### src/include/ats_pkg.sv
// Package for the asynchronous-capable 8-bit timer register block.
// Assumes an APB slave with 32-bit data, one aligned word per register.
package ats_pkg;
    localparam int DATA_W = 8;
    localparam int APB_AW = 8;

    // Register byte addresses
    localparam logic [APB_AW-1:0] OFS_COUNTER = 8'h00;
    localparam logic [APB_AW-1:0] OFS_COMPARE = 8'h04;
    localparam logic [APB_AW-1:0] OFS_CONTROL = 8'h08;
    localparam logic [APB_AW-1:0] OFS_STATUS = 8'h0C;
    localparam logic [APB_AW-1:0] OFS_IRQ_EN = 8'h10;
    localparam logic [APB_AW-1:0] OFS_FLAGS = 8'h14;

    // async_status fields
    localparam int BIT_SRC_SEL = 3;
    localparam int BIT_CNT_BUSY = 2;
    localparam int BIT_CMP_BUSY = 1;
    localparam int BIT_CTL_BUSY = 0;

    // timer_control fields
    localparam int BIT_FORCE = 7;
    localparam int BIT_MODE_HI = 5;
    localparam int BIT_MODE_LO = 4;
    localparam int BIT_CS_HI = 2;

    // Enable and flag fields
    localparam int BIT_CMP = 7;
    localparam int BIT_OVF = 6;

    // Reset value and counter maximum
    localparam logic [DATA_W-1:0] RST_BYTE = 8'h00;
    localparam logic [DATA_W-1:0] CNT_MAX = 8'hFF;

    // Index of each holding unit, and their count
    localparam int IDX_CNT = 0;
    localparam int IDX_CMP = 1;
    localparam int IDX_CTL = 2;
    localparam int NUM_HOLD = 3;

    // Timing counts
    localparam int XFER_EDGES = 2;
    localparam int FLAG_SYNC_CYCLES = 3;
    localparam int WAKE_HALT_CYCLES = 4;

    typedef enum logic [1:0] {
        ATS_OUT_OFF,
        ATS_OUT_TOGGLE,
        ATS_OUT_CLEAR,
        ATS_OUT_SET
    } ats_out_mode_t;

    typedef enum logic [1:0] {
        ATS_WAKE_IDLE,
        ATS_WAKE_PEND,
        ATS_WAKE_HALT
    } ats_wake_t;
endpackage : ats_pkg

### src/rtl/ats_hold.sv
// Temporary holding register with update-busy flag for one timer register.
// Assumes osc_edge is a one-cycle pulse per rising oscillator edge.
module ats_hold
    import ats_pkg::*;
#(
    parameter int XFER = XFER_EDGES
) (
    input wire logic clk,
    input wire logic rst_n,
    input wire logic async_mode,
    input wire logic wr,
    input wire logic [ats_pkg::DATA_W-1:0] wdata,
    input wire logic osc_edge,
    output logic [ats_pkg::DATA_W-1:0] hold,
    output logic busy,
    output logic load
);
    logic [1:0] edges;
    logic done;

    // Second oscillator edge after the write completes the transfer
    assign done = busy && osc_edge && (edges == 2'(XFER - 1));

    always_ff @(posedge clk or negedge rst_n) begin
        if (!rst_n) begin
            hold <= RST_BYTE;
        end else if (wr) begin
            hold <= wdata;
        end
    end

    always_ff @(posedge clk or negedge rst_n) begin
        if (!rst_n) begin
            busy <= 1'b0;
            edges <= 2'b00;
        end else if (wr && async_mode) begin
            busy <= 1'b1;
            edges <= 2'b00;
        end else if (done) begin
            busy <= 1'b0;
            edges <= 2'b00;
        end else if (busy && osc_edge) begin
            edges <= edges + 2'b01;
        end
    end

    // Transfer-complete event returns to the bus side as the busy clear
    always_ff @(posedge clk or negedge rst_n) begin
        if (!rst_n) begin
            load <= 1'b0;
        end else begin
            load <= (wr && !async_mode) || done;
        end
    end
endmodule // ats_hold

### src/rtl/ats_timer.sv
// 8-bit timer with synchronous or oscillator-pin clocking, APB registers.
// Assumes osc_pin and the sleep/vector inputs are synchronous to clk.
//
// How it works
// - Counter register is readable and writable by software at any time.
// - A counter write suppresses the compare match on the next timer tick.
// - Compare register is compared with the counter; equality gives a match.
// - Status bit 3 selects I/O clock at zero, oscillator pin at one.
// - Changing the source bit may leave timer registers undefined.
// - Async counter write sets busy bit 2 until the counter is loaded.
// - Async compare write sets busy bit 1 until compare is loaded.
// - Async control write sets busy bit 0 until control is loaded.
// - Counter reads give the timer value; compare and control give holding values, control bit 7 reading as zero.
// - Async writes land in a holding register, moved after two oscillator edges.
// - Each of the three registers has its own independent holding register.
// - Compare matches are disabled while counter or compare transfer is pending.
// - Wake logic needs one oscillator cycle to rearm after a wake-up.
// - Wake-up starts on the timer tick after the interrupt condition.
// - After a timer wake-up the processor is halted for four cycles.
// - Async counter reads use a copy refreshed one cycle after each oscillator edge.
// - Async flag synchronisation takes three clock cycles plus one timer tick.
// - The compare output pin changes on the timer tick itself.
// - Compare flag sets on match; clears on vector entry or written one.
// - Overflow flag sets on overflow; clears on vector entry or written one.
//
// The APB slave port and the address map were left to the implementer.
module ats_timer #(
    parameter int SYNC_STAGES = ats_pkg::FLAG_SYNC_CYCLES,
    parameter int HALT_CYCLES = ats_pkg::WAKE_HALT_CYCLES
) (
    input wire logic clk,
    input wire logic nrst,
    input wire logic psel,
    input wire logic penable,
    input wire logic pwrite,
    input wire logic [ats_pkg::APB_AW-1:0] paddr,
    input wire logic [31:0] pwdata,
    output logic [31:0] prdata,
    output logic pready,
    output logic pslverr,
    input wire logic oscillator_input_pin,
    input wire logic sleep_active,
    input wire logic compare_vector_ack,
    input wire logic overflow_vector_ack,
    output logic compare_output_pin,
    output logic compare_irq,
    output logic overflow_irq,
    output logic wake_request,
    output logic cpu_halt
);
    import ats_pkg::*;

    logic [1:0] rst_sync;
    logic rst_n;
    logic clock_source_select;
    logic osc_prev;
    logic osc_edge;
    logic osc_edge_d;
    logic tick;
    logic setup;
    logic wr_access;
    logic [NUM_HOLD-1:0] wr_hold;
    logic [NUM_HOLD-1:0] busy;
    logic [NUM_HOLD-1:0] load;
    logic [DATA_W-1:0] hold [NUM_HOLD];
    logic [DATA_W-1:0] counter_value;
    logic [DATA_W-1:0] counter_view;
    logic [DATA_W-1:0] compare_value;
    logic [DATA_W-1:0] timer_control;
    logic [DATA_W-1:0] rd_byte;
    logic rd_err;
    logic running;
    logic block_match;
    logic match_evt;
    logic ovf_evt;
    logic [SYNC_STAGES-1:0] match_pipe;
    logic [SYNC_STAGES-1:0] ovf_pipe;
    logic match_set;
    logic ovf_set;
    logic compare_match_flag;
    logic overflow_flag;
    logic compare_irq_enable;
    logic overflow_irq_enable;
    logic flag_clr_cmp;
    logic flag_clr_ovf;
    ats_out_mode_t out_mode;
    ats_wake_t wake_state;
    logic wake_armed;
    logic wake_cond;
    logic [2:0] halt_cnt;

    // Reset released through two flops
    always_ff @(posedge clk or negedge nrst) begin
        if (!nrst) begin
            rst_sync <= 2'b00;
        end else begin
            rst_sync <= {rst_sync[0], 1'b1};
        end
    end
    assign rst_n = rst_sync[1];

    // Oscillator pin is sampled, not used as a clock
    always_ff @(posedge clk or negedge rst_n) begin
        if (!rst_n) begin
            osc_prev <= 1'b0;
            osc_edge_d <= 1'b0;
        end else begin
            osc_prev <= oscillator_input_pin;
            osc_edge_d <= osc_edge;
        end
    end
    assign osc_edge = oscillator_input_pin && !osc_prev;
    assign tick = clock_source_select ? osc_edge : 1'b1;

    // APB decode; zero wait states, read data captured in setup, writes land in access
    assign setup = psel && !penable;
    assign wr_access = psel && penable && pready && pwrite && !rd_err;
    assign pready = 1'b1;

    always_comb begin
        rd_byte = RST_BYTE;
        rd_err = 1'b0;
        if (paddr == OFS_COUNTER) begin
            rd_byte = clock_source_select ? counter_view : counter_value;
        end else if (paddr == OFS_COMPARE) begin
            rd_byte = hold[IDX_CMP];
        end else if (paddr == OFS_CONTROL) begin
            rd_byte = hold[IDX_CTL] & ~(8'h01 << BIT_FORCE);
        end else if (paddr == OFS_STATUS) begin
            rd_byte[BIT_SRC_SEL] = clock_source_select;
            rd_byte[BIT_CNT_BUSY] = busy[IDX_CNT];
            rd_byte[BIT_CMP_BUSY] = busy[IDX_CMP];
            rd_byte[BIT_CTL_BUSY] = busy[IDX_CTL];
        end else if (paddr == OFS_IRQ_EN) begin
            rd_byte[BIT_CMP] = compare_irq_enable;
            rd_byte[BIT_OVF] = overflow_irq_enable;
        end else if (paddr == OFS_FLAGS) begin
            rd_byte[BIT_CMP] = compare_match_flag;
            rd_byte[BIT_OVF] = overflow_flag;
        end else begin
            rd_err = 1'b1;
        end
    end

    always_ff @(posedge clk or negedge rst_n) begin
        if (!rst_n) begin
            prdata <= 32'h00000000;
            pslverr <= 1'b0;
        end else if (setup) begin
            prdata <= pwrite ? 32'h00000000 : {24'h000000, rd_byte};
            pslverr <= rd_err;
        end
    end

    // Clock source select; busy bits at this address are read-only
    always_ff @(posedge clk or negedge rst_n) begin
        if (!rst_n) begin
            clock_source_select <= 1'b0;
        end else if (wr_access && paddr == OFS_STATUS) begin
            clock_source_select <= pwdata[BIT_SRC_SEL];
        end
    end

    always_ff @(posedge clk or negedge rst_n) begin
        if (!rst_n) begin
            compare_irq_enable <= 1'b0;
            overflow_irq_enable <= 1'b0;
        end else if (wr_access && paddr == OFS_IRQ_EN) begin
            compare_irq_enable <= pwdata[BIT_CMP];
            overflow_irq_enable <= pwdata[BIT_OVF];
        end
    end

    // Per-register holding units, fully independent of each other
    assign wr_hold[IDX_CNT] = wr_access && paddr == OFS_COUNTER;
    assign wr_hold[IDX_CMP] = wr_access && paddr == OFS_COMPARE;
    assign wr_hold[IDX_CTL] = wr_access && paddr == OFS_CONTROL;

    generate
        for (genvar g = 0; g < NUM_HOLD; g++) begin : g_hold
            ats_hold u_hold (
                .clk(clk),
                .rst_n(rst_n),
                .async_mode(clock_source_select),
                .wr(wr_hold[g]),
                .wdata(pwdata[DATA_W-1:0]),
                .osc_edge(osc_edge),
                .hold(hold[g]),
                .busy(busy[g]),
                .load(load[g])
            );
        end
    endgenerate

    // Source switches are not guarded; contents may be stale afterwards
    always_ff @(posedge clk or negedge rst_n) begin
        if (!rst_n) begin
            compare_value <= RST_BYTE;
        end else if (load[IDX_CMP]) begin
            compare_value <= hold[IDX_CMP];
        end
    end

    always_ff @(posedge clk or negedge rst_n) begin
        if (!rst_n) begin
            timer_control <= RST_BYTE;
        end else if (load[IDX_CTL]) begin
            timer_control <= hold[IDX_CTL];
        end
    end

    // Any nonzero clock select runs undivided; prescaling lives elsewhere
    assign running = timer_control[BIT_CS_HI:0] != 3'b000;
    // A forced compare acts with the mode bits written alongside it
    assign out_mode = ats_out_mode_t'(load[IDX_CTL] ? hold[IDX_CTL][BIT_MODE_HI:BIT_MODE_LO]
        : timer_control[BIT_MODE_HI:BIT_MODE_LO]);

    always_ff @(posedge clk or negedge rst_n) begin
        if (!rst_n) begin
            counter_value <= RST_BYTE;
        end else if (load[IDX_CNT]) begin
            counter_value <= hold[IDX_CNT];
        end else if (tick && running) begin
            counter_value <= counter_value + 8'h01;
        end
    end

    // Copy refreshed one cycle after each oscillator edge, once the count settled
    always_ff @(posedge clk or negedge rst_n) begin
        if (!rst_n) begin
            counter_view <= RST_BYTE;
        end else if (osc_edge_d) begin
            counter_view <= counter_value;
        end
    end

    // Match blocked on the first tick after a counter load
    always_ff @(posedge clk or negedge rst_n) begin
        if (!rst_n) begin
            block_match <= 1'b0;
        end else if (load[IDX_CNT]) begin
            block_match <= 1'b1;
        end else if (tick && running) begin
            block_match <= 1'b0;
        end
    end

    assign match_evt = tick && running && !load[IDX_CNT]
        && counter_value == compare_value
        && !block_match
        && !busy[IDX_CNT] && !busy[IDX_CMP];
    assign ovf_evt = tick && running && !load[IDX_CNT] && counter_value == CNT_MAX;

    // Output pin follows the timer tick directly; forced compare on control load
    always_ff @(posedge clk or negedge rst_n) begin
        if (!rst_n) begin
            compare_output_pin <= 1'b0;
        end else if (match_evt || (load[IDX_CTL] && hold[IDX_CTL][BIT_FORCE])) begin
            case (out_mode)
                ATS_OUT_TOGGLE: compare_output_pin <= !compare_output_pin;
                ATS_OUT_CLEAR: compare_output_pin <= 1'b0;
                ATS_OUT_SET: compare_output_pin <= 1'b1;
                default: compare_output_pin <= compare_output_pin;
            endcase
        end
    end

    // Event synchroniser into the bus side, used only in oscillator mode
    always_ff @(posedge clk or negedge rst_n) begin
        if (!rst_n) begin
            match_pipe <= '0;
            ovf_pipe <= '0;
        end else begin
            match_pipe <= {match_pipe[SYNC_STAGES-2:0], match_evt};
            ovf_pipe <= {ovf_pipe[SYNC_STAGES-2:0], ovf_evt};
        end
    end

    assign match_set = clock_source_select ? match_pipe[SYNC_STAGES-1] : match_evt;
    assign ovf_set = clock_source_select ? ovf_pipe[SYNC_STAGES-1] : ovf_evt;
    assign flag_clr_cmp = compare_vector_ack
        || (wr_access && paddr == OFS_FLAGS && pwdata[BIT_CMP]);
    assign flag_clr_ovf = overflow_vector_ack
        || (wr_access && paddr == OFS_FLAGS && pwdata[BIT_OVF]);

    // Set beats clear so a coincident event is never lost
    always_ff @(posedge clk or negedge rst_n) begin
        if (!rst_n) begin
            compare_match_flag <= 1'b0;
        end else if (match_set) begin
            compare_match_flag <= 1'b1;
        end else if (flag_clr_cmp) begin
            compare_match_flag <= 1'b0;
        end
    end

    always_ff @(posedge clk or negedge rst_n) begin
        if (!rst_n) begin
            overflow_flag <= 1'b0;
        end else if (ovf_set) begin
            overflow_flag <= 1'b1;
        end else if (flag_clr_ovf) begin
            overflow_flag <= 1'b0;
        end
    end

    assign compare_irq = compare_match_flag && compare_irq_enable;
    assign overflow_irq = overflow_flag && overflow_irq_enable;
    assign wake_cond = compare_irq || overflow_irq;

    // Wake sequencing for sleep with the timer on the oscillator
    always_ff @(posedge clk or negedge rst_n) begin
        if (!rst_n) begin
            wake_state <= ATS_WAKE_IDLE;
            halt_cnt <= 3'b000;
        end else begin
            case (wake_state)
                ATS_WAKE_IDLE: begin
                    if (sleep_active && wake_armed && wake_cond) begin
                        wake_state <= ATS_WAKE_PEND;
                    end
                end
                ATS_WAKE_PEND: begin
                    if (tick) begin
                        wake_state <= ATS_WAKE_HALT;
                        halt_cnt <= 3'(HALT_CYCLES - 1);
                    end
                end
                ATS_WAKE_HALT: begin
                    if (halt_cnt == 3'b000) begin
                        wake_state <= ATS_WAKE_IDLE;
                    end else begin
                        halt_cnt <= halt_cnt - 3'b001;
                    end
                end
                default: wake_state <= ATS_WAKE_IDLE;
            endcase
        end
    end

    assign cpu_halt = wake_state == ATS_WAKE_HALT;

    always_ff @(posedge clk or negedge rst_n) begin
        if (!rst_n) begin
            wake_request <= 1'b0;
        end else begin
            wake_request <= wake_state == ATS_WAKE_PEND && tick;
        end
    end

    // Re-sleeping within one oscillator cycle of a wake cannot wake again
    always_ff @(posedge clk or negedge rst_n) begin
        if (!rst_n) begin
            wake_armed <= 1'b1;
        end else if (wake_state == ATS_WAKE_PEND && tick) begin
            wake_armed <= 1'b0;
        end else if (osc_edge) begin
            wake_armed <= 1'b1;
        end
    end
endmodule // ats_timer

### config.mk
export PLATFORM = sky130hd
export DESIGN_NAME = ats_timer
export DESIGN_NICKNAME = d
export VERILOG_FILES = /design/src/include/ats_pkg.sv /design/src/rtl/ats_hold.sv /design/src/rtl/ats_timer.sv
export SDC_FILE = /design/constraint.sdc
export NUM_CORES = 1
export LEC_CHECK = 0
export ABC_AREA = 1
export BUFFER_PORTS_ARGS = -buffer_cell sky130_fd_sc_hd__buf_2
export CAP_MARGIN = 40
export CORE_MARGIN = 2
export CORE_UTILIZATION = 28
export DETAILED_ROUTE_END_ITERATION = 7
export MAX_ROUTING_LAYER = met4
export PLACE_DENSITY = 0.48
export SKIP_LAST_GASP = 1
export SLEW_MARGIN = 25
export SYNTH_ARGS = -nofsm -noshare
export SYNTH_HDL_FRONTEND = slang
export SYNTH_SLANG_ARGS = --single-unit
### constraint.sdc
create_clock -name clk -period 3.54 [get_ports clk]
set_input_delay 0.708 -clock clk [delete_from_list [all_inputs] [get_ports clk]]
set_output_delay 0.708 -clock clk [all_outputs]
set_load 0.02 [all_outputs]
==> results of run 1 <==
## kinds of logic (layout without fill, tap and decap cells)
group	Yosys count	in the layout	synth area share
buf+inv	119	141	0.1159
xor+xnor	4	4	0.007261
other cells	2	26	0.001556
compound gates	87	87	0.1115
flops	98	98	0.5084
fa+ha+maj	3	3	0.007779
simple gates	280	280	0.2476
## state kept, by name, summed over array words and instances (netlist names), 2 cells and up
| signal | count |
|---|---|
| g_hold.u_hold.edges | 6 |
| counter_value | 8 |
| halt_cnt | 3 |
| timer_control | 5 |
| g_hold.u_hold.hold | 24 |
| ovf_pipe | 3 |
| g_hold.u_hold.load | 3 |
| g_hold.u_hold.busy | 3 |
| rst_sync | 2 |
| wake_state | 2 |
| prdata | 8 |
| counter_view | 8 |
| compare_value | 8 |
| match_pipe | 3 |
## synthesized netlist by cell type
| master | n |
|---|---|
| nand2_1 | 178 |
| dfrtp_1 | 97 |
| inv_1 | 82 |
| nor2_1 | 52 |
| o21ai_0 | 41 |
| buf_4 | 25 |
| nand3_1 | 25 |
| o21ai_2 | 19 |
| a21oi_1 | 10 |
| nor3_1 | 6 |
| o21ai_1 | 5 |
| clkbuf_1 | 4 |
| nor2_4 | 4 |
| o221ai_1 | 4 |
| buf_2 | 3 |
| ha_1 | 3 |
| inv_2 | 3 |
| nand3b_1 | 3 |
| o211ai_1 | 3 |
| xor2_1 | 3 |
| a31oi_1 | 2 |
| buf_6 | 2 |
| conb_1 | 2 |
| nand2_2 | 2 |
| nand4_1 | 2 |
| nor2_2 | 2 |
| and2_1 | 1 |
| dfstp_2 | 1 |
| nand2_4 | 1 |
| nand3_2 | 1 |
| nand3_4 | 1 |
| nor2_8 | 1 |
| o21a_1 | 1 |
| o22ai_1 | 1 |
| o31ai_1 | 1 |
| or2_2 | 1 |
| xnor2_1 | 1 |
## worst min path at each step
stage | from | end | slack (ps) | cells past startpoint
2_1_floorplan | match_pipe[0] | match_pipe[1] | 330 | 0
3_3_place_gp | rst_sync[1] | g_hold[0].u_hold.hold[0] | 240 | 0
3_5_place_dp | rst_sync[1] | g_hold[0].u_hold.hold[2] | 240 | 0
4_1_cts | nrst | rst_sync[1] | 120 | 1
5_1_grt | nrst | rst_sync[1] | 120 | 1
6_report | nrst | rst_sync[0] | 140 | 1
## final cells by class
type                    instances  share of cell area
clock buffers                  12             0.04514
clock inverters                 3            0.007333
inverters                      85             0.05843
multi-input cells             400              0.3485
flip-flops and latches         98              0.4500
well taps                     225             0.05156
repair buffers                 41             0.03896
## layer usage
layer | global-route usage | vias to the layer above | share of wire
li1 | - | 1882 | -
met4 | 0.04109 | 0 | 0.014
met3 | 0.03068 | 9 | 0.048
met5 | - | - | 0
met2 | 0.2112 | 66 | 0.45
met1 | 0.1904 | 1730 | 0.49
## critical path, delay by kind of cell (launching register included)
kind | cells | cell delay, ps
buffers and inverters | 1 | 240
flip-flops | 1 | 400
AND/OR/NAND/NOR | 1 | 290
## stage by stage
step | instances | total power, uW
floorplan | 617 | 1593
CTS | 864 | 2681
global route | 864 | 2801
finish | 864 | 2643
global placement | 849 | 1684
detailed placement | 849 | 1692
## report_power, final
part / switching [uW] / internal (uW)
Combinational: 257 / 138
Clock: 411 / 561
Sequential: 76.6 / 1200
Total: 744 / 1900
==> results.py, run 1 <==
metrics = {
    "final_layout": {
        "finish.utilization": 0.3201,
        "stdcell_area_sq_um": 5460,
        "drive_gt1_frac": 0.1424,
        "fillers": 1804,
        "diodes": 0,
        "final_common_cell": "nand2_1",
        "fin_nets": 687,
        "multi_input_area_sq_um": 1903,
        "final_cell_mix": "nand2_1, dfrtp_1, inv_1, nor2_1, o21ai_0",
        "area_delta_synth_final_pct": 13.15,
        "register_area_sq_um": 2457,
    },
    "critical_path": {
        "critPathLaunchType": "flip-flop",
        "max_stage_delay_ps": 400,
        "crit_slowest_cell": "dfrtp_1",
        "critPathCapture": "cpu_halt",
        "r2r-end": "compare_output_pin",
        "r2r_start": "clock_source_select",
        "worst-setup-path-type": "flip-flop to output pin",
        "crit_fanout": 5,
        "cp_cell_sequence": "nor2_1, buf_2",
        "cp-startpoint": "wake_state[0]",
        "crit_path_end_kind": "output pin",
        "r2r_slack_ps": 1650,
        "critPathRequiredTime_ps": 2830,
        "cp.arrival_ps": 1270,
        "rr_worst_depth": 9,
    },
    "sta": {
        "min_period_over_period": 0.5590,
        "slew_headroom": 0.6464,
        "whs_ps": 135.9,
        "finalSetupTns_ps": 0,
        "setup_ws_ps": 1561,
        "worst_slew_pin_slew_ps": 530.4,
        "setup_viol": 0,
        "rsz0062_at_grt": "no",
        "finalHoldViolCount": 0,
        "max_freq_mhz": 505.3,
        "period_needed_ps": 1979,
        "slew_violations": 0,
        "clock_skew_ps": 6.246,
    },
    "clocking": {
        "post_cts_resized": 0,
        "cts-buffers-inserted": 9,
        "cts_buffer_depth": 2,
        "clock_tree.root_cell": "clkbuf_16",
        "clk-insertion-delay-late_ps": 350,
        "ctsHoldBuffers": 0,
        "cts.sink_count": 98,
        "htree_levels": 3,
        "clk_pin_slew_worst_paths_ps": 70,
        "cts_tree": "done",
        "post_cts_buffers": 0,
    },
    "routing": {
        "drt-initial-drc-count": 244,
        "drt-total-wl_um": 11700,
        "firstDrtPassIters": 4,
        "drc": 0,
        "vias": 3687,
        "via_per_inst": 4.267,
        "ant_nets": 0,
        "routedWlPerCell_um": 13.54,
    },
    "placement": {
        "post-place-ws_ps": 1316,
        "dp_hpwl_um": 9034,
        "gp_congestion": 0.8447,
        "place_area_sq_um": 5174,
        "io_buffers": 38,
    },
    "global_route": {
        "gr-total-overflow": 0,
        "grtUsageTotal": 0.1402,
        "grt_pass1_wl_um": 18830,
        "antenna_found_initial": 0,
        "grt_pass1_vias": 3502,
        "grt_max_degree": 42,
    },
    "logic_synthesis": {
        "ys_warn_count": 0,
        "postSynthCellCount": 593,
        "synth_top_area_share": 0.5030,
        "synth_top_cell_by_area": "dfrtp_1",
        "synth.distinct_cells": 37,
        "synth.area.top_cells": "dfrtp_1, nand2_1, inv_1",
        "synth-seq-area-share": 0.5084,
        "syn_area_per_cell_sq_um": 8.138,
        "syn-cell-area_sq_um": 4826,
        "synth_seq_cells": 98,
    },
    "run_status": {
        "outcome": "completed",
    },
    "floorplan": {
        "ios": 88,
        "die_y_um": 135.3,
        "row_count": 48,
        "start_util": 0.2829,
        "die_w_um": 135.3,
        "dieArea_sq_um": 18300,
        "coreArea_sq_um": 17060,
    },
    "power": {
        "cellLeakagePower_uw": 0.002917,
        "power.density_nw_per_um2": 484.0,
        "max-vdd-ir-drop_mv": 0.2403,
    },
    "job": {
        "max_cap_violations": 0,
    },
    "hold_path": {
        "hold_path_class": "primary input to asynchronous set/reset pin",
    },
}
Power figures use the tool's default switching activity.
==> run 2, diff against run 1 <==
==> constraint.sdc (replaced) <==
create_clock -name clk -period 2 [get_ports clk]
set_input_delay 0.4 -clock clk [delete_from_list [all_inputs] [get_ports clk]]
set_output_delay 0.4 -clock clk [all_outputs]
set_load 0.02 [all_outputs]
==> run 2 against run 1 <==
Compared with the run above: first-iteration DRC count shrank 21%; utilization rose by 0.45 points; clock skew about the same; hold slack better by 30 ps; clock power up 75%; register-to-register slack got worse by 1300 ps; cell area rose by 1.4%.
==> results.py, run 2 (same netlist as run 1, synthesis figures left out) <==
metrics = {
    "final_layout": {
        "final_cell_mix": "nand2_1, dfrtp_1, inv_1, nor2_1, o21ai_0",
        "area_delta_synth_final_pct": 14.75,
        "final_common_cell": "nand2_1",
        "drive_gt1_frac": 0.1546,
        "diodes": 0,
        "largest_reg_flops": 24,
        "top_register": "g_hold.u_hold.hold",
        "fin_nets": 694,
        "stdcell_count": 872,
    },
    "critical_path": {
        "rr_worst_depth": 9,
        "r2r_slack_ps": 390,
        "crit_path_end_kind": "output pin",
        "r2r_start": "counter_value[0]",
        "cp.arrival_ps": 1240,
        "critPathLaunchType": "flip-flop",
        "crit_fanout": 5,
        "worst-setup-path-type": "flip-flop to output pin",
        "r2r-end": "overflow_flag",
        "critPathRequiredTime_ps": 1600,
    },
    "floorplan": {
        "coreArea_sq_um": 17060,
        "dieArea_sq_um": 18300,
        "die_y_um": 135.3,
        "die_w_um": 135.3,
        "start_util": 0.2829,
        "row_count": 48,
        "ios": 88,
    },
    "sta": {
        "min_period_over_period": 0.8224,
        "rsz0062_at_grt": "no",
        "setup_viol": 0,
        "finalSetupTns_ps": 0,
        "finalHoldViolCount": 0,
        "slew_violations": 0,
        "period_needed_ps": 1645,
        "max_freq_mhz": 608.0,
        "clock_skew_ps": 5.991,
    },
    "clocking": {
        "cts_buffer_depth": 2,
        "cts-buffers-inserted": 9,
        "post_cts_resized": 0,
        "cts.sink_count": 98,
        "cts_tree": "done",
        "clock_tree.root_cell": "clkbuf_16",
        "clk_pin_slew_worst_paths_ps": 70,
        "post_cts_buffers": 0,
        "htree_levels": 3,
        "clk-insertion-delay-late_ps": 360,
        "ctsHoldBuffers": 1,
    },
    "placement": {
        "dp_hpwl_um": 9337,
        "gp_congestion": 0.8922,
        "placed_cells": 855,
        "io_buffers": 38,
    },
    "global_route": {
        "gr-total-overflow": 0,
        "antenna_found_initial": 0,
        "grt_pass1_vias": 3530,
        "grtUsageTotal": 0.1447,
        "grt_max_degree": 34,
        "grt_pass1_wl_um": 19280,
    },
    "run_status": {
        "outcome": "completed",
    },
    "job": {
        "max_cap_violations": 0,
    },
    "power": {
        "max-vdd-ir-drop_mv": 0.3673,
        "cellLeakagePower_uw": 0.002956,
        "power.density_nw_per_um2": 843.7,
    },
    "hold_path": {
        "whs_path_depth": 1,
        "hold_path_class": "primary input to flip-flop",
        "hp-start": "oscillator_input_pin",
        "holdPathEnd": "osc_prev",
    },
    "routing": {
        "drt-initial-drc-count": 193,
        "via_per_inst": 4.273,
        "drc": 0,
        "firstDrtPassIters": 4,
        "routedWlPerCell_um": 13.73,
        "drt-total-wl_um": 11970,
        "ant_nets": 0,
        "vias": 3726,
    },
}
[run 2: cell count changes in the layout (fill, tap and decap cells not counted), sizes merged]
cell | before | now
buf | 41 | 47
clkinvlp | 0 | 1
clkbuf | 12 | 9
inv | 85 | 89
dlygate4sd3 | 0 | 1
bufinv | 1 | 0
[run 2: power by group]
part / switching, uW / leakage (uW) / internal [uW] / total [uW]
sequential: 144 / 0.00123 / 2120 / 2260
combinational: 451 / 0.00158 / 252 / 703
clock: 838 / 0.000139 / 867 / 1700
total: 1430 / 0.00296 / 3240 / 4670
[run 2: worst max-delay path by stage]
stage | start | slack, ps | end | cells past startpoint
finish | wake_state[0] | 360 | cpu_halt | 2
global route | counter_value[0] | 100 | overflow_flag | 9
CTS | wake_state[0] | 340 | cpu_halt | 2
detailed placement | paddr[1] | 190 | g_hold[2].u_hold.edges[0] | 9
global placement | paddr[1] | 220 | g_hold[2].u_hold.edges[0] | 9
floorplan | rst_sync[1] | 350 | block_match | 0
[run 2: area by class of cell]
type,count,area (sq um)
Multi-Input combinational cell,400,1903
Clock inverter,7,58.81
Clock buffer,9,225.2
Timing Repair Buffer,48,292.8
Fill cell,1825,11520
Sequential cell,98,2457
Tap cell,225,281.5
Inverter,85,319.1
[run 2: worst max-delay path, stage by stage (launching register included)]
cell     delay, ps
dfrtp_1        390
nor2_1         270
buf_2          230
[run 2: metal layers]
layer | share of wire | global-route usage | wire (um) | vias to the layer above
li1 | - | - | - | 1891
met1 | 0.49 | 0.1989 | 5926 | 1748
met2 | 0.45 | 0.2126 | 5330 | 75
met3 | 0.046 | 0.03853 | 549 | 12
met4 | 0.014 | 0.03704 | 168 | 0
met5 | 0 | - | 0 | -
[run 2: stage by stage]
| stage | instance area (sq um) | utilization | worst slack, ps | total power [uW] | hold slack [ps] |
|---|---|---|---|---|---|
| 2_1_floorplan | 4917 | - | 353.9 | 2820 | 104.4 |
| 3_3_place_gp | 5244 | 0.3074 | 220.1 | 3007 | 186.8 |
| 3_5_place_dp | 5244 | 0.3074 | 192.0 | 3013 | 189.2 |
| 4_1_cts | 5538 | 0.3247 | 335.7 | 4737 | 152.5 |
| 5_1_grt | 5538 | 0.3247 | 95.45 | 4949 | 149.4 |
| 6_report | 5538 | 0.3247 | 355.3 | 4672 | 165.9 |
==> run 3, diff against run 2 <==
==> constraint.sdc (replaced) <==
create_clock -name clk -period 1.7 [get_ports clk]
set_input_delay 0.34 -clock clk [delete_from_list [all_inputs] [get_ports clk]]
set_output_delay 0.34 -clock clk [all_outputs]
set_load 0.02 [all_outputs]
==> run 3 against run 2 <==
Compared with the run above: routed wire length about the same; worst setup slack worse by 230 ps; clock skew up 1.0 ps; die area unchanged; total power up 29%; combinational power up 33%; sequential power up 18%; clock power up 44%; count of clock-buffer cells in the layout up 1; first-iteration DRC count down 5.7%; cell area up 2.8%; via count up 1.7%.
==> results.py, run 3 (same netlist as run 1, synthesis figures left out) <==
metrics = {
    "critical_path": {
        "crit_slowest_cell": "dfrtp_2",
        "r2r_start": "counter_value[0]",
        "crit_fanout": 6,
        "cp.arrival_ps": 1860,
        "cp.depth": 9,
        "crit_top_cell": "nand2_1",
        "max_stage_delay_ps": 440,
        "r2r_slack_ps": 130,
        "crit_path_end_kind": "flip-flop",
        "cp_cell_sequence": "ha_1, nand2_1, nor2_1, nand3_1, nor2_1, nand2_1, nand2_1, o21ai_0, nand2_1",
        "critPathLaunchType": "flip-flop",
        "r2r-end": "overflow_flag",
        "critPathCapture": "overflow_flag",
        "critPathRequiredTime_ps": 1990,
        "cpLargestDelayFamily": "simple AND/OR/NAND/NOR gates",
        "path_buf_inv": 0,
        "worst-setup-path-type": "flip-flop to flip-flop",
        "cp-startpoint": "counter_value[0]",
        "rr_worst_depth": 9,
    },
    "final_layout": {
        "area_delta_synth_final_pct": 17.99,
        "fin_nets": 706,
        "stdcell_count": 884,
        "largest_reg_flops": 24,
        "drive_gt1_frac": 0.1745,
        "diodes": 0,
        "finish.utilization": 0.3338,
        "final_cell_mix": "nand2_1, dfrtp_1, inv_1, nor2_1, o21ai_0",
        "top_register": "g_hold.u_hold.hold",
        "final_common_cell": "nand2_1",
    },
    "sta": {
        "worst_slew_pin_slew_ps": 537.2,
        "finalSetupTns_ps": 0,
        "clock_skew_ps": 7.025,
        "slew_headroom": 0.6419,
        "setup_viol": 0,
        "min_period_over_period": 0.9238,
        "rsz0062_at_grt": "yes",
        "finalHoldViolCount": 0,
        "max_freq_mhz": 636.7,
        "period_needed_ps": 1571,
        "slew_violations": 0,
    },
    "run_status": {
        "outcome": "completed",
    },
    "routing": {
        "drc": 0,
        "firstDrtPassIters": 5,
        "dr_wl_met2_um": 5408,
        "drt-initial-drc-count": 182,
        "drt-total-wl_um": 11980,
        "wl_met1_um": 5842,
        "via_per_inst": 4.288,
        "vias": 3791,
        "routedWlPerCell_um": 13.55,
        "top_layer": "met4",
        "dr_wl_met3_um": 555,
        "ant_nets": 0,
    },
    "floorplan": {
        "dieArea_sq_um": 18300,
        "ios": 88,
        "die_y_um": 135.3,
        "row_count": 48,
        "start_util": 0.2829,
        "coreArea_sq_um": 17060,
        "die_w_um": 135.3,
    },
    "clocking": {
        "clock_tree.root_cell": "clkbuf_16",
        "cts_tree": "done",
        "clk_pin_slew_worst_paths_ps": 70,
        "cts.sink_count": 98,
        "cts-buffers-inserted": 9,
        "htree_levels": 3,
        "cts_buffer_depth": 2,
        "clk-insertion-delay-late_ps": 350,
    },
    "hold_path": {
        "hold_path_class": "primary input to flip-flop",
    },
    "global_route": {
        "grtUsageTotal": 0.1429,
        "antenna_found_initial": 0,
        "grt_max_degree": 97,
        "grt_pass1_wl_um": 19180,
        "gr-total-overflow": 0,
        "grt_pass1_vias": 3665,
    },
    "placement": {
        "placed_cells": 867,
        "dp_hpwl_um": 9225,
        "gp_congestion": 0.7965,
        "io_buffers": 38,
    },
    "job": {
        "max_cap_violations": 0,
    },
    "power": {
        "max-vdd-ir-drop_mv": 0.4515,
        "power.density_nw_per_um2": 1060,
        "p_total_uw": 6034,
        "cellLeakagePower_uw": 0.003044,
    },
}
[run 3: cell types whose count changed in the layout (fill, tap and decap cells not counted), sizes merged]
cell,change
inv,-1
clkinvlp,-1
buf,+12
bufinv,+3
clkbuf,+1
clkinv,-2
[run 3: worst min-delay path by stage]
stage	from	endpoint	slack (ps)	cells past startpoint
detailed placement	nrst	rst_sync[0]	130	1
finish	oscillator_input_pin	osc_prev	110	1
CTS	oscillator_input_pin	osc_prev	90	1
global placement	nrst	rst_sync[0]	130	1
floorplan	nrst	rst_sync[0]	40	0
global route	oscillator_input_pin	osc_prev	100	1
[run 3: stage by stage]
step | hold WS (ps) | area, sq um | setup slack (ps)
5_1_grt | 97.92 | 5694 | -24.32
2_1_floorplan | 44.41 | 4917 | 53.92
3_3_place_gp | 125.4 | 5321 | 2.072
3_5_place_dp | 127.3 | 5321 | 38.53
4_1_cts | 92.53 | 5689 | 47.69
6_report | 109.5 | 5694 | 129.5
[run 3: layout make-up]
cell class | count | area [sq um]
inverter | 85 | 319.1
clock inverter | 6 | 118.9
fill | 1842 | 11360
tap | 225 | 281.5
clock buffer | 10 | 239.0
timing repair buffer | 60 | 370.4
multi-input combinational | 400 | 1906
sequential | 98 | 2460
[run 3: what timing repair did]
item / CTS / global route
hold buffers: 1 / 0
resized for setup: 0 / 3
setup buffers: 0 / 0
endpoints found under the hold margin: 2 / 0
setup endpoints to repair: 0 / 3
[run 3: power by group]
group          internal [uW]  switching [uW]
clock                   1500             936
sequential              2500             163
combinational            365             571
total                   4360            1670
[run 3: per-layer routing]
metal | global-route usage | vias up
li1 | - | 1918
met1 | 0.1905 | 1784
met2 | 0.2135 | 79
met3 | 0.03629 | 10
met4 | 0.04688 | 0
met5 | - | -
